<file path="src/core/ifmsc_pkg.sv">
// Constants, states and carrier types of the interrupt flag and mask block
package ifmsc_pkg;
  localparam int unsigned ADDR_W = 8;
  // Register indices; byte address is four times the index
  localparam logic [5:0] IDX_MCU = 6'h35;
  localparam logic [5:0] IDX_TFLG = 6'h38;
  localparam logic [5:0] IDX_TMSK = 6'h39;
  localparam logic [5:0] IDX_XFLG = 6'h3a;
  localparam logic [5:0] IDX_XMSK = 6'h3b;
  localparam logic [5:0] IDX_GIE = 6'h3f;
  localparam logic [5:0] IDX_CMP_LO = 6'h2a;
  localparam logic [5:0] IDX_CMP_HI = 6'h2b;
  localparam logic [5:0] IDX_CAP_LO = 6'h26;
  localparam logic [5:0] IDX_CAP_HI = 6'h27;
  // Writable bits of each register
  localparam logic [7:0] MCU_MASK = 8'h3f;
  localparam logic [7:0] TMR_MASK = 8'hca;
  localparam logic [7:0] EXT_MASK = 8'hc0;
  localparam logic [7:0] GIE_MASK = 8'h80;
  localparam logic [7:0] RST_VAL = 8'h00;
  // Bit positions
  localparam int unsigned B_EXT_B = 7;
  localparam int unsigned B_EXT_A = 6;
  localparam int unsigned B_T1_OVF = 7;
  localparam int unsigned B_CMP = 6;
  localparam int unsigned B_CAP = 3;
  localparam int unsigned B_T0_OVF = 1;
  localparam int unsigned B_SLEEP_ALLOW = 5;
  localparam int unsigned B_DEEP_SLEEP = 4;
  localparam int unsigned B_SNS_B = 2;
  localparam int unsigned B_SNS_A = 0;
  localparam int unsigned B_GIE = 7;
  // Sense field encodings
  localparam logic [1:0] SNS_LOW = 2'h0;
  localparam logic [1:0] SNS_ANY = 2'h1;
  localparam logic [1:0] SNS_FALL = 2'h2;
  localparam logic [1:0] SNS_RISE = 2'h3;
  // Sequencing lengths in clock cycles, stacked bytes and the source count
  localparam logic [2:0] ENTRY_CYC = 3'h4;
  localparam logic [2:0] JUMP_CYC = 3'h2;
  localparam logic [2:0] RET_CYC = 3'h4;
  localparam logic [2:0] PC_BYTES = 3'h2;
  localparam int unsigned NSRC = 6;
  typedef enum logic [2:0] {
    IFMSC_RUN = 3'h0,
    IFMSC_ENT = 3'h1,
    IFMSC_JMP = 3'h3,
    IFMSC_RET = 3'h4,
    IFMSC_HOLD = 3'h6
  } ifmsc_state_t;
  // Timer events from the counters outside
  typedef struct packed {
    logic t1_wrap;
    logic t1_pwm;
    logic t1_down;
    logic [15:0] t1_count;
    logic t0_ovf;
  } ifmsc_tmr_t;
  // Sequencing commands to the program counter and stack logic
  typedef struct packed {
    logic entry;
    logic push;
    logic sp_dec;
    logic jump;
    logic ret;
    logic pop;
    logic sp_inc;
    logic [11:0] vec_addr;
  } ifmsc_cpu_t;
endpackage

</file>
<file path="src/core/ifmsc_ctrl.sv">
// Interrupt flags, masks, vectoring and sleep control with APB registers
`timescale 1ns/10ps
`default_nettype none

// Functional notes
// Pin one event sets flag, vector 2
// Pin zero event sets flag, vector 1
// Flags clear on vectoring or write-one
// Sixteen-bit overflow sets flag, vector 5
// PWM overflow flag at reversal at zero
// Compare match sets flag, vector 4
// Capture copies count, sets flag, vector 3
// Eight-bit overflow sets flag, vector 6
// Taken only with global, mask, flag; in level mode the code uses a low pin in place of the flag
// Pin interrupts fire even as outputs
// Level mode requests while pin low
// Entry four cycles, push two bytes
// Vector jump takes two cycles
// Finish current instruction before entry
// Return four cycles, pop two bytes
// One instruction after return before next; code waits for two instruction ends
// Status word saved by software only
// Persistent conditions flag only on occurrence
// Sleep only when sleep_allow set
// deep_sleep_select picks idle or power-down
// Sense fields per pin, gated by enables
// Reserved bits read zero, ignore writes
// Sense codes: low, any, fall, rise
// Level mode leaves flag clear, still requests
// Pin enables at mask bits 7, 6
// Entry clears the global enable
// Lowest vector wins among pending
module ifmsc_ctrl (
  input wire logic clk,
  input wire logic rst,
  input wire logic psel,
  input wire logic penable,
  input wire logic pwrite,
  input wire logic [ifmsc_pkg::ADDR_W-1:0] paddr,
  input wire logic [31:0] pwdata,
  output logic [31:0] prdata,
  output logic pready,
  output logic pslverr,
  input wire logic ext_pin_a,
  input wire logic ext_pin_b,
  input wire logic capture_input_pin,
  input wire ifmsc_pkg::ifmsc_tmr_t tmr_i,
  input wire logic instr_done,
  input wire logic reti_req,
  input wire logic doze_instr,
  output ifmsc_pkg::ifmsc_cpu_t cpu_o,
  output logic sleep_enter,
  output logic sleep_deep
);
  logic [7:0] mcu_control_r;
  logic [7:0] timer_irq_flags_r;
  logic [7:0] timer_irq_mask_r;
  logic [7:0] external_irq_flags_r;
  logic [7:0] external_irq_mask_r;
  logic [7:0] gie_r;
  logic [15:0] cmp_value_r;
  logic [15:0] capture_value_r;
  logic [2:0] sy1_r;
  logic [2:0] sy2_r;
  logic [2:0] prev_r;
  logic down_prev_r;
  logic eq_prev_r;
  logic [31:0] prdata_r;
  logic sleep_enter_r;
  logic sleep_deep_r;
  ifmsc_pkg::ifmsc_state_t state_r;
  logic [2:0] cnt_r;
  logic [2:0] vec_r;
  logic [5:0] idx;
  logic hit;
  logic wr;
  logic [7:0] wb;
  logic [7:0] rdv;
  logic pin_a;
  logic pin_b;
  logic cap_pin;
  logic ev_a;
  logic ev_b;
  logic lvl_a;
  logic lvl_b;
  logic eq;
  logic t1_set;
  logic cmp_set;
  logic cap_set;
  logic [7:0] tset;
  logic [7:0] xset;
  logic [7:0] tclr;
  logic [7:0] xclr;
  logic [5:0] req;
  logic [2:0] sel;
  logic any_req;
  logic gie;
  logic vec_clr;
  logic ent_go;

  // APB decode
  assign idx = paddr[7:2];
  assign wr = psel && penable && pwrite;
  assign wb = pwdata[7:0];
  assign pready = 1'b1;
  always_comb
  begin
    hit = 1'b1;
    rdv = 8'h00;
    case (idx)
      ifmsc_pkg::IDX_MCU: rdv = mcu_control_r;
      ifmsc_pkg::IDX_TFLG: rdv = timer_irq_flags_r;
      ifmsc_pkg::IDX_TMSK: rdv = timer_irq_mask_r;
      ifmsc_pkg::IDX_XFLG: rdv = external_irq_flags_r;
      ifmsc_pkg::IDX_XMSK: rdv = external_irq_mask_r;
      ifmsc_pkg::IDX_GIE: rdv = gie_r;
      ifmsc_pkg::IDX_CMP_LO: rdv = cmp_value_r[7:0];
      ifmsc_pkg::IDX_CMP_HI: rdv = cmp_value_r[15:8];
      ifmsc_pkg::IDX_CAP_LO: rdv = capture_value_r[7:0];
      ifmsc_pkg::IDX_CAP_HI: rdv = capture_value_r[15:8];
      default: hit = 1'b0;
    endcase
  end
  assign pslverr = psel && penable && !hit;
  assign prdata = prdata_r;

  // Read data is captured in the setup cycle
  always_ff @(posedge clk or posedge rst)
  begin
    if (rst)
      prdata_r <= 32'h0000_0000;
    else if (psel && !penable)
      prdata_r <= {24'h00_0000, rdv};
  end

  // reserved bits masked
  always_ff @(posedge clk or posedge rst)
  begin
    if (rst)
    begin
      mcu_control_r <= ifmsc_pkg::RST_VAL;
      timer_irq_mask_r <= ifmsc_pkg::RST_VAL;
      external_irq_mask_r <= ifmsc_pkg::RST_VAL;
      cmp_value_r <= 16'h0000;
    end
    else if (wr)
    begin
      case (idx)
        ifmsc_pkg::IDX_MCU: mcu_control_r <= wb & ifmsc_pkg::MCU_MASK;
        ifmsc_pkg::IDX_TMSK: timer_irq_mask_r <= wb & ifmsc_pkg::TMR_MASK;
        ifmsc_pkg::IDX_XMSK: external_irq_mask_r <= wb & ifmsc_pkg::EXT_MASK;
        ifmsc_pkg::IDX_CMP_LO: cmp_value_r[7:0] <= wb;
        ifmsc_pkg::IDX_CMP_HI: cmp_value_r[15:8] <= wb;
        default: cmp_value_r <= cmp_value_r;
      endcase
    end
  end

  // entry clears global enable
  always_ff @(posedge clk or posedge rst)
  begin
    if (rst)
      gie_r <= ifmsc_pkg::RST_VAL;
    else if (ent_go)
      gie_r <= 8'h00;
    else if (wr && idx == ifmsc_pkg::IDX_GIE)
      gie_r <= wb & ifmsc_pkg::GIE_MASK;
  end
  assign gie = gie_r[ifmsc_pkg::B_GIE];

  // Pin synchronisers and edge history
  always_ff @(posedge clk or posedge rst)
  begin
    if (rst)
    begin
      sy1_r <= 3'h7;
      sy2_r <= 3'h7;
      prev_r <= 3'h7;
    end
    else
    begin
      sy1_r <= {capture_input_pin, ext_pin_b, ext_pin_a};
      sy2_r <= sy1_r;
      prev_r <= sy2_r;
    end
  end
  assign pin_a = sy2_r[0];
  assign pin_b = sy2_r[1];
  assign cap_pin = sy2_r[2];

  // sense decode per pin
  function automatic logic sense_evt(input logic [1:0] mode,
                                     input logic now,
                                     input logic was);
    case (mode)
      ifmsc_pkg::SNS_ANY: sense_evt = now ^ was;
      ifmsc_pkg::SNS_FALL: sense_evt = was && !now;
      ifmsc_pkg::SNS_RISE: sense_evt = now && !was;
      default: sense_evt = 1'b0;
    endcase
  endfunction

  // fields at bits 3:2 and 1:0
  assign ev_a = sense_evt(mcu_control_r[ifmsc_pkg::B_SNS_A +: 2], pin_a,
                          prev_r[0]);
  assign ev_b = sense_evt(mcu_control_r[ifmsc_pkg::B_SNS_B +: 2], pin_b,
                          prev_r[1]);
  assign lvl_a = mcu_control_r[ifmsc_pkg::B_SNS_A +: 2] == ifmsc_pkg::SNS_LOW;
  assign lvl_b = mcu_control_r[ifmsc_pkg::B_SNS_B +: 2] == ifmsc_pkg::SNS_LOW;

  // PWM overflow at reversal at zero
  assign t1_set = tmr_i.t1_pwm ?
    (down_prev_r && !tmr_i.t1_down && tmr_i.t1_count == 16'h0000) :
    tmr_i.t1_wrap;
  assign eq = tmr_i.t1_count == cmp_value_r;
  // compare flags on the match edge only
  assign cmp_set = eq && !eq_prev_r;
  assign cap_set = cap_pin && !prev_r[2];

  always_ff @(posedge clk or posedge rst)
  begin
    if (rst)
    begin
      down_prev_r <= 1'b0;
      eq_prev_r <= 1'b0;
    end
    else
    begin
      down_prev_r <= tmr_i.t1_down;
      eq_prev_r <= eq;
    end
  end

  // capture copies the counter
  always_ff @(posedge clk or posedge rst)
  begin
    if (rst)
      capture_value_r <= 16'h0000;
    else if (cap_set)
      capture_value_r <= tmr_i.t1_count;
  end

  // Set and clear vectors for the flag registers
  always_comb
  begin
    tset = 8'h00;
    xset = 8'h00;
    tclr = 8'h00;
    xclr = 8'h00;
    // sixteen-bit overflow flag
    tset[ifmsc_pkg::B_T1_OVF] = t1_set;
    // compare match flag
    tset[ifmsc_pkg::B_CMP] = cmp_set;
    tset[ifmsc_pkg::B_CAP] = cap_set;
    // eight-bit overflow flag
    tset[ifmsc_pkg::B_T0_OVF] = tmr_i.t0_ovf;
    // level mode sets no flag
    // pin zero event flag
    xset[ifmsc_pkg::B_EXT_A] = ev_a && !lvl_a;
    // pin one event flag
    xset[ifmsc_pkg::B_EXT_B] = ev_b && !lvl_b;
    if (wr && idx == ifmsc_pkg::IDX_TFLG)
      tclr = wb;
    if (wr && idx == ifmsc_pkg::IDX_XFLG)
      xclr = wb;
    if (vec_clr)
    begin
      case (vec_r)
        3'h1: xclr[ifmsc_pkg::B_EXT_A] = 1'b1;
        3'h2: xclr[ifmsc_pkg::B_EXT_B] = 1'b1;
        3'h3: tclr[ifmsc_pkg::B_CAP] = 1'b1;
        3'h4: tclr[ifmsc_pkg::B_CMP] = 1'b1;
        3'h5: tclr[ifmsc_pkg::B_T1_OVF] = 1'b1;
        3'h6: tclr[ifmsc_pkg::B_T0_OVF] = 1'b1;
        default: tclr = tclr;
      endcase
    end
  end

  // write-one or vectoring clears, set wins
  always_ff @(posedge clk or posedge rst)
  begin
    if (rst)
    begin
      timer_irq_flags_r <= ifmsc_pkg::RST_VAL;
      external_irq_flags_r <= ifmsc_pkg::RST_VAL;
    end
    else
    begin
      timer_irq_flags_r <= ((timer_irq_flags_r & ~tclr) | tset) &
                           ifmsc_pkg::TMR_MASK;
      external_irq_flags_r <= ((external_irq_flags_r & ~xclr) | xset) &
                              ifmsc_pkg::EXT_MASK;
    end
  end

  // pin enables at mask bits 7, 6
  // request needs global, mask and flag; in level mode a low pin stands in for the flag
  // level mode requests while pin low
  // pin level seen whatever its direction
  assign req[0] = gie && external_irq_mask_r[ifmsc_pkg::B_EXT_A] &&
    (lvl_a ? !pin_a : external_irq_flags_r[ifmsc_pkg::B_EXT_A]);
  assign req[1] = gie && external_irq_mask_r[ifmsc_pkg::B_EXT_B] &&
    (lvl_b ? !pin_b : external_irq_flags_r[ifmsc_pkg::B_EXT_B]);
  assign req[2] = gie && timer_irq_mask_r[ifmsc_pkg::B_CAP] &&
    timer_irq_flags_r[ifmsc_pkg::B_CAP];
  assign req[3] = gie && timer_irq_mask_r[ifmsc_pkg::B_CMP] &&
    timer_irq_flags_r[ifmsc_pkg::B_CMP];
  assign req[4] = gie && timer_irq_mask_r[ifmsc_pkg::B_T1_OVF] &&
    timer_irq_flags_r[ifmsc_pkg::B_T1_OVF];
  assign req[5] = gie && timer_irq_mask_r[ifmsc_pkg::B_T0_OVF] &&
    timer_irq_flags_r[ifmsc_pkg::B_T0_OVF];
  assign any_req = |req;

  // lowest vector first
  always_comb
  begin
    sel = 3'h0;
    for (int i = ifmsc_pkg::NSRC - 1; i >= 0; i--)
      if (req[i])
        sel = 3'(i + 1);
  end

  // entry only at an instruction boundary
  assign ent_go = state_r == ifmsc_pkg::IFMSC_RUN && any_req && instr_done;
  assign vec_clr = state_r == ifmsc_pkg::IFMSC_ENT &&
                   cnt_r == ifmsc_pkg::ENTRY_CYC - 3'h1;

  always_ff @(posedge clk or posedge rst)
  begin
    if (rst)
    begin
      state_r <= ifmsc_pkg::IFMSC_RUN;
      cnt_r <= 3'h0;
      vec_r <= 3'h0;
    end
    else
    begin
      cnt_r <= cnt_r + 3'h1;
      case (state_r)
        ifmsc_pkg::IFMSC_RUN:
        begin
          cnt_r <= 3'h0;
          if (ent_go)
          begin
            state_r <= ifmsc_pkg::IFMSC_ENT;
            vec_r <= sel;
          end
          else if (reti_req)
            state_r <= ifmsc_pkg::IFMSC_RET;
        end
        // four entry cycles
        ifmsc_pkg::IFMSC_ENT:
          if (vec_clr)
          begin
            state_r <= ifmsc_pkg::IFMSC_JMP;
            cnt_r <= 3'h0;
          end
        // two cycles for the vector jump
        ifmsc_pkg::IFMSC_JMP:
          if (cnt_r == ifmsc_pkg::JUMP_CYC - 3'h1)
            state_r <= ifmsc_pkg::IFMSC_RUN;
        // four return cycles
        ifmsc_pkg::IFMSC_RET:
          if (cnt_r == ifmsc_pkg::RET_CYC - 3'h1)
            state_r <= ifmsc_pkg::IFMSC_HOLD;
        // one instruction required; hold then boundary let two end before the next entry
        ifmsc_pkg::IFMSC_HOLD:
          if (instr_done)
            state_r <= ifmsc_pkg::IFMSC_RUN;
        default: state_r <= ifmsc_pkg::IFMSC_RUN;
      endcase
    end
  end

  // Commands to the stack logic; status word is left alone
  always_comb
  begin
    cpu_o = '0;
    cpu_o.entry = state_r == ifmsc_pkg::IFMSC_ENT;
    cpu_o.push = cpu_o.entry && cnt_r < ifmsc_pkg::PC_BYTES;
    cpu_o.sp_dec = cpu_o.push;
    cpu_o.jump = state_r == ifmsc_pkg::IFMSC_JMP;
    cpu_o.ret = state_r == ifmsc_pkg::IFMSC_RET;
    cpu_o.pop = cpu_o.ret && cnt_r < ifmsc_pkg::PC_BYTES;
    cpu_o.sp_inc = cpu_o.pop;
    cpu_o.vec_addr = {9'h000, vec_r};
  end

  // sleep gated by sleep_allow
  // mode bit picks the sleep kind
  always_ff @(posedge clk or posedge rst)
  begin
    if (rst)
    begin
      sleep_enter_r <= 1'b0;
      sleep_deep_r <= 1'b0;
    end
    else
    begin
      sleep_enter_r <= doze_instr &&
                       mcu_control_r[ifmsc_pkg::B_SLEEP_ALLOW];
      sleep_deep_r <= mcu_control_r[ifmsc_pkg::B_DEEP_SLEEP];
    end
  end
  assign sleep_enter = sleep_enter_r;
  assign sleep_deep = sleep_deep_r;
endmodule

`default_nettype wire

</file>
<file path="config.mk">
export PLATFORM = sky130hd
export DESIGN_NAME = ifmsc_ctrl
export DESIGN_NICKNAME = d
export VERILOG_FILES = /design/src/core/ifmsc_pkg.sv /design/src/core/ifmsc_ctrl.sv
export SDC_FILE = /design/constraint.sdc
export NUM_CORES = 1
export LEC_CHECK = 0
export BUFFER_PORTS_ARGS = -buffer_cell sky130_fd_sc_hd__buf_4
export CAP_MARGIN = 5
export CORE_ASPECT_RATIO = 0.75
export CORE_MARGIN = 10
export CORE_UTILIZATION = 56
export DETAILED_ROUTE_END_ITERATION = 8
export PLACE_DENSITY = 0.95
export SLEW_MARGIN = 15
export SYNTH_ARGS = -nofsm -noshare
export SYNTH_HDL_FRONTEND = slang
export SYNTH_SLANG_ARGS = --single-unit
</file>
<file path="constraint.sdc">
create_clock -name clk -period 4.3 [get_ports clk]
set_input_delay 0.43 -clock clk [delete_from_list [all_inputs] [get_ports clk]]
set_output_delay 0.43 -clock clk [all_outputs]
set_load 0.005 [all_outputs]
</file>
==> metrics.cfg <==
[sta]
rsz0062_at_grt=false
min_period_ns=2.32
max_slew_margin_pct=28.1
fmax_ghz=0.432
finalSetupViolations=0
worst_pin_slew_ns=1.06
finClkSkew_ns=0.00735
finalHoldViolCount=0
fin_crit_sh_pct=53.9
setup-tns-final_ns=0
drv_slew=0

[clock_tree]
clkTransAtPathRegs_ns=0.09
cts_tree=yes
cts-root-buf=clkbuf_8
clock_latency_ns=0.36
cts_setup_buffers=0
cts.sinks=81
cts_buffers=9
ctsResizeCount=0
cts_max_level=3
hold_buffers=0
cts_max_path_buffers=2

[worst_setup_path]
worstPathMaxFanout=4
required_ns=4.49
path_buf_inv=1
critPathLaunch=sy2_r[1]
start_kind=flip-flop
crit_type=reg -> reg
critPathTopFamily=compound AO/OA/AOI/OAI gates
critPathArrivalTime_ns=2.51
max_stage_delay_ns=0.87
end_kind=flip-flop
r2r_start=sy2_r[1]
cp_cell_sequence=inv_1 > o311ai_0 > nand3_1 > a21oi_1 > a31oi_1
cpMaxStageDelayCell=o311ai_0

[run_status]
status=finished clean

[flow_run]
drv_cap=0

[grt]
grtUsageTotal_pct=19.5
gr-total-overflow=0
grt_pass1_vias=3354
grt_pass1_wl_um=17700
grt_max_degree=45
grt_antenna_before_repair=0

[die]
num_io_pins=126
fp.dieW_um=121
initial_core_util_pct=57.9
dieArea_sq_um=11500
die_height_um=95.6
rows=27
core_area_sq_um=7360

[power]
p_per_area_nw_per_um2=372
p_leak_uw=0.00223
peakVddDrop_v=0.000246
power_uw=1820

[logic_synthesis]
synth_cells=381
seq_area_frac_synth_pct=47.8
synth_edf_count=0
syn_area_sq_um=4260
async_reset_ff_share_pct=100
ys.flop_type=dfrtp_1
synth_seq_cells=81
ys_warn_count=0
ys_types=55
avgSynthCellArea_sq_um=11.2

[final_layout]
final_common_cell=dfrtp_1
drive_gt1_share_pct=31.3
fin_nets=521
antenna_cells=0
syn_to_final_growth_pct=14.4
fin_cells=549
final_cell_mix=dfrtp_1, buf_4, mux2_2, conb_1

[hold_path]
holdCritPathClass=in -> reg
hold_start=capture_input_pin

[placement]
port_buffers=65
gp_congestion=0.930
hpwl_um=8380
place_inst=533

[drt]
antenna_left=0
vias=3306
drcViolationCount=0
avgViaCountPerCell=6.02
drt_wl_total_um=11300
drt_iter0_markers=359
wire_per_inst_um=20.6
drt-pass1-iter-count=6

## stage by stage
stage	hold slack (ns)	util [%]	area (sq um)	setup slack, ns
after global routing	0.141	66.3	4880	1.93
after CTS	0.155	66.3	4880	2.12
final	0.165	66.3	4880	1.98
after floorplan	0.345	-	4380	1.80
after global placement	0.346	63.6	4680	1.82
after detailed placement	0.347	63.6	4680	1.76
## report_power, final
| group | total [uW] | leakage (uW) | switching, uW | internal (uW) |
|---|---|---|---|---|
| combinational | 339 | 0.00112 | 174 | 166 |
| sequential | 911 | 0.00101 | 67.5 | 843 |
| clock | 565 | 0.000105 | 291 | 274 |
| total | 1820 | 0.00223 | 532 | 1280 |
## cells by family after synthesis
group,synth area share [%]
buffers and inverters,8.95
DFF,47.8
AOI/OAI and AO/OA,11.7
and+or+nand+nor,13.0
muxes,13.0
xor gates and xnor gates,3.29
adders and majority gates,2.05
other,0.176
## cell type report
class,instances,area [sq um]
inverter,14,53.8
sequential,81,2040
tap,101,126
fill,547,2480
multi-input combinational,271,1970
clock inverter,7,75.1
timing repair buffer,66,495
clock buffer,9,124
## worst paths after layout
check                                   endpoint  slack, ns  cells after the start
worst max-delay path                    vec_r[0]       1.98                      5
worst min-delay path                    sy1_r[2]       0.17                      1
worst max register to register          vec_r[0]       1.98                      5
worst min register to register          sy2_r[0]       0.36                      0
max in group asynchronous              prev_r[1]       3.16                      3
min in group asynchronous       mcu_control_r[1]       0.18                      2
## sequential cells by signal, summed over array words and instances (netlist names)
name	cells
timer_irq_mask_r	4
down_prev_r	1
timer_irq_flags_r	4
sy2_r	3
vec_r	3
sleep_deep	1
eq_prev_r	1
sleep_enter	1
state_r	3
capture_value_r	16
prdata	8
prev_r	3
external_irq_mask_r	2
cmp_value_r	16
sy1_r	3
cnt_r	3
gie_r	1
mcu_control_r	6
external_irq_flags_r	2
## worst register-to-register path: stages, from the launching register on
cell and delay (ns):
dfstp_2 0.55, inv_1 0.06, o311ai_0 0.87, nand3_1 0.34
a21oi_1 0.26, a31oi_1 0.07
## routing by layer
metal,GRT usage (%),share of wire [%]
met3,8.15,12
met4,5.41,1.8
met1,23.6,40
met5,0,0
met2,31.5,47
## Yosys cell counts (4+ instances only)
cell      count  share of area (%)
nor2b_1       6               0.88
and3_1        4               0.59
nand2b_1      5               0.73
buf_2         5               0.59
a22o_1        5                1.0
mux2i_1       6                1.4
nor4_1        5               0.73
a22oi_1       7                1.2
dfrtp_1      72                 42
dfstp_2       9                5.5
o21ai_0       6               0.70
a21oi_1      19                2.2
mux2_2       40                 11
xnor2_1      16                3.3
inv_1        14                1.2
buf_4        37                6.5
ha_1          7                2.1
a221oi_1      6                1.2
a222oi_1      4               0.94
nand2_1      15                1.3
nor2_1       19                1.7
mux2_1        4                1.1
nand4_1       8                1.2
nand3_1      10                1.2
nor3_1        6               0.70
Power figures use the tool's default switching activity.
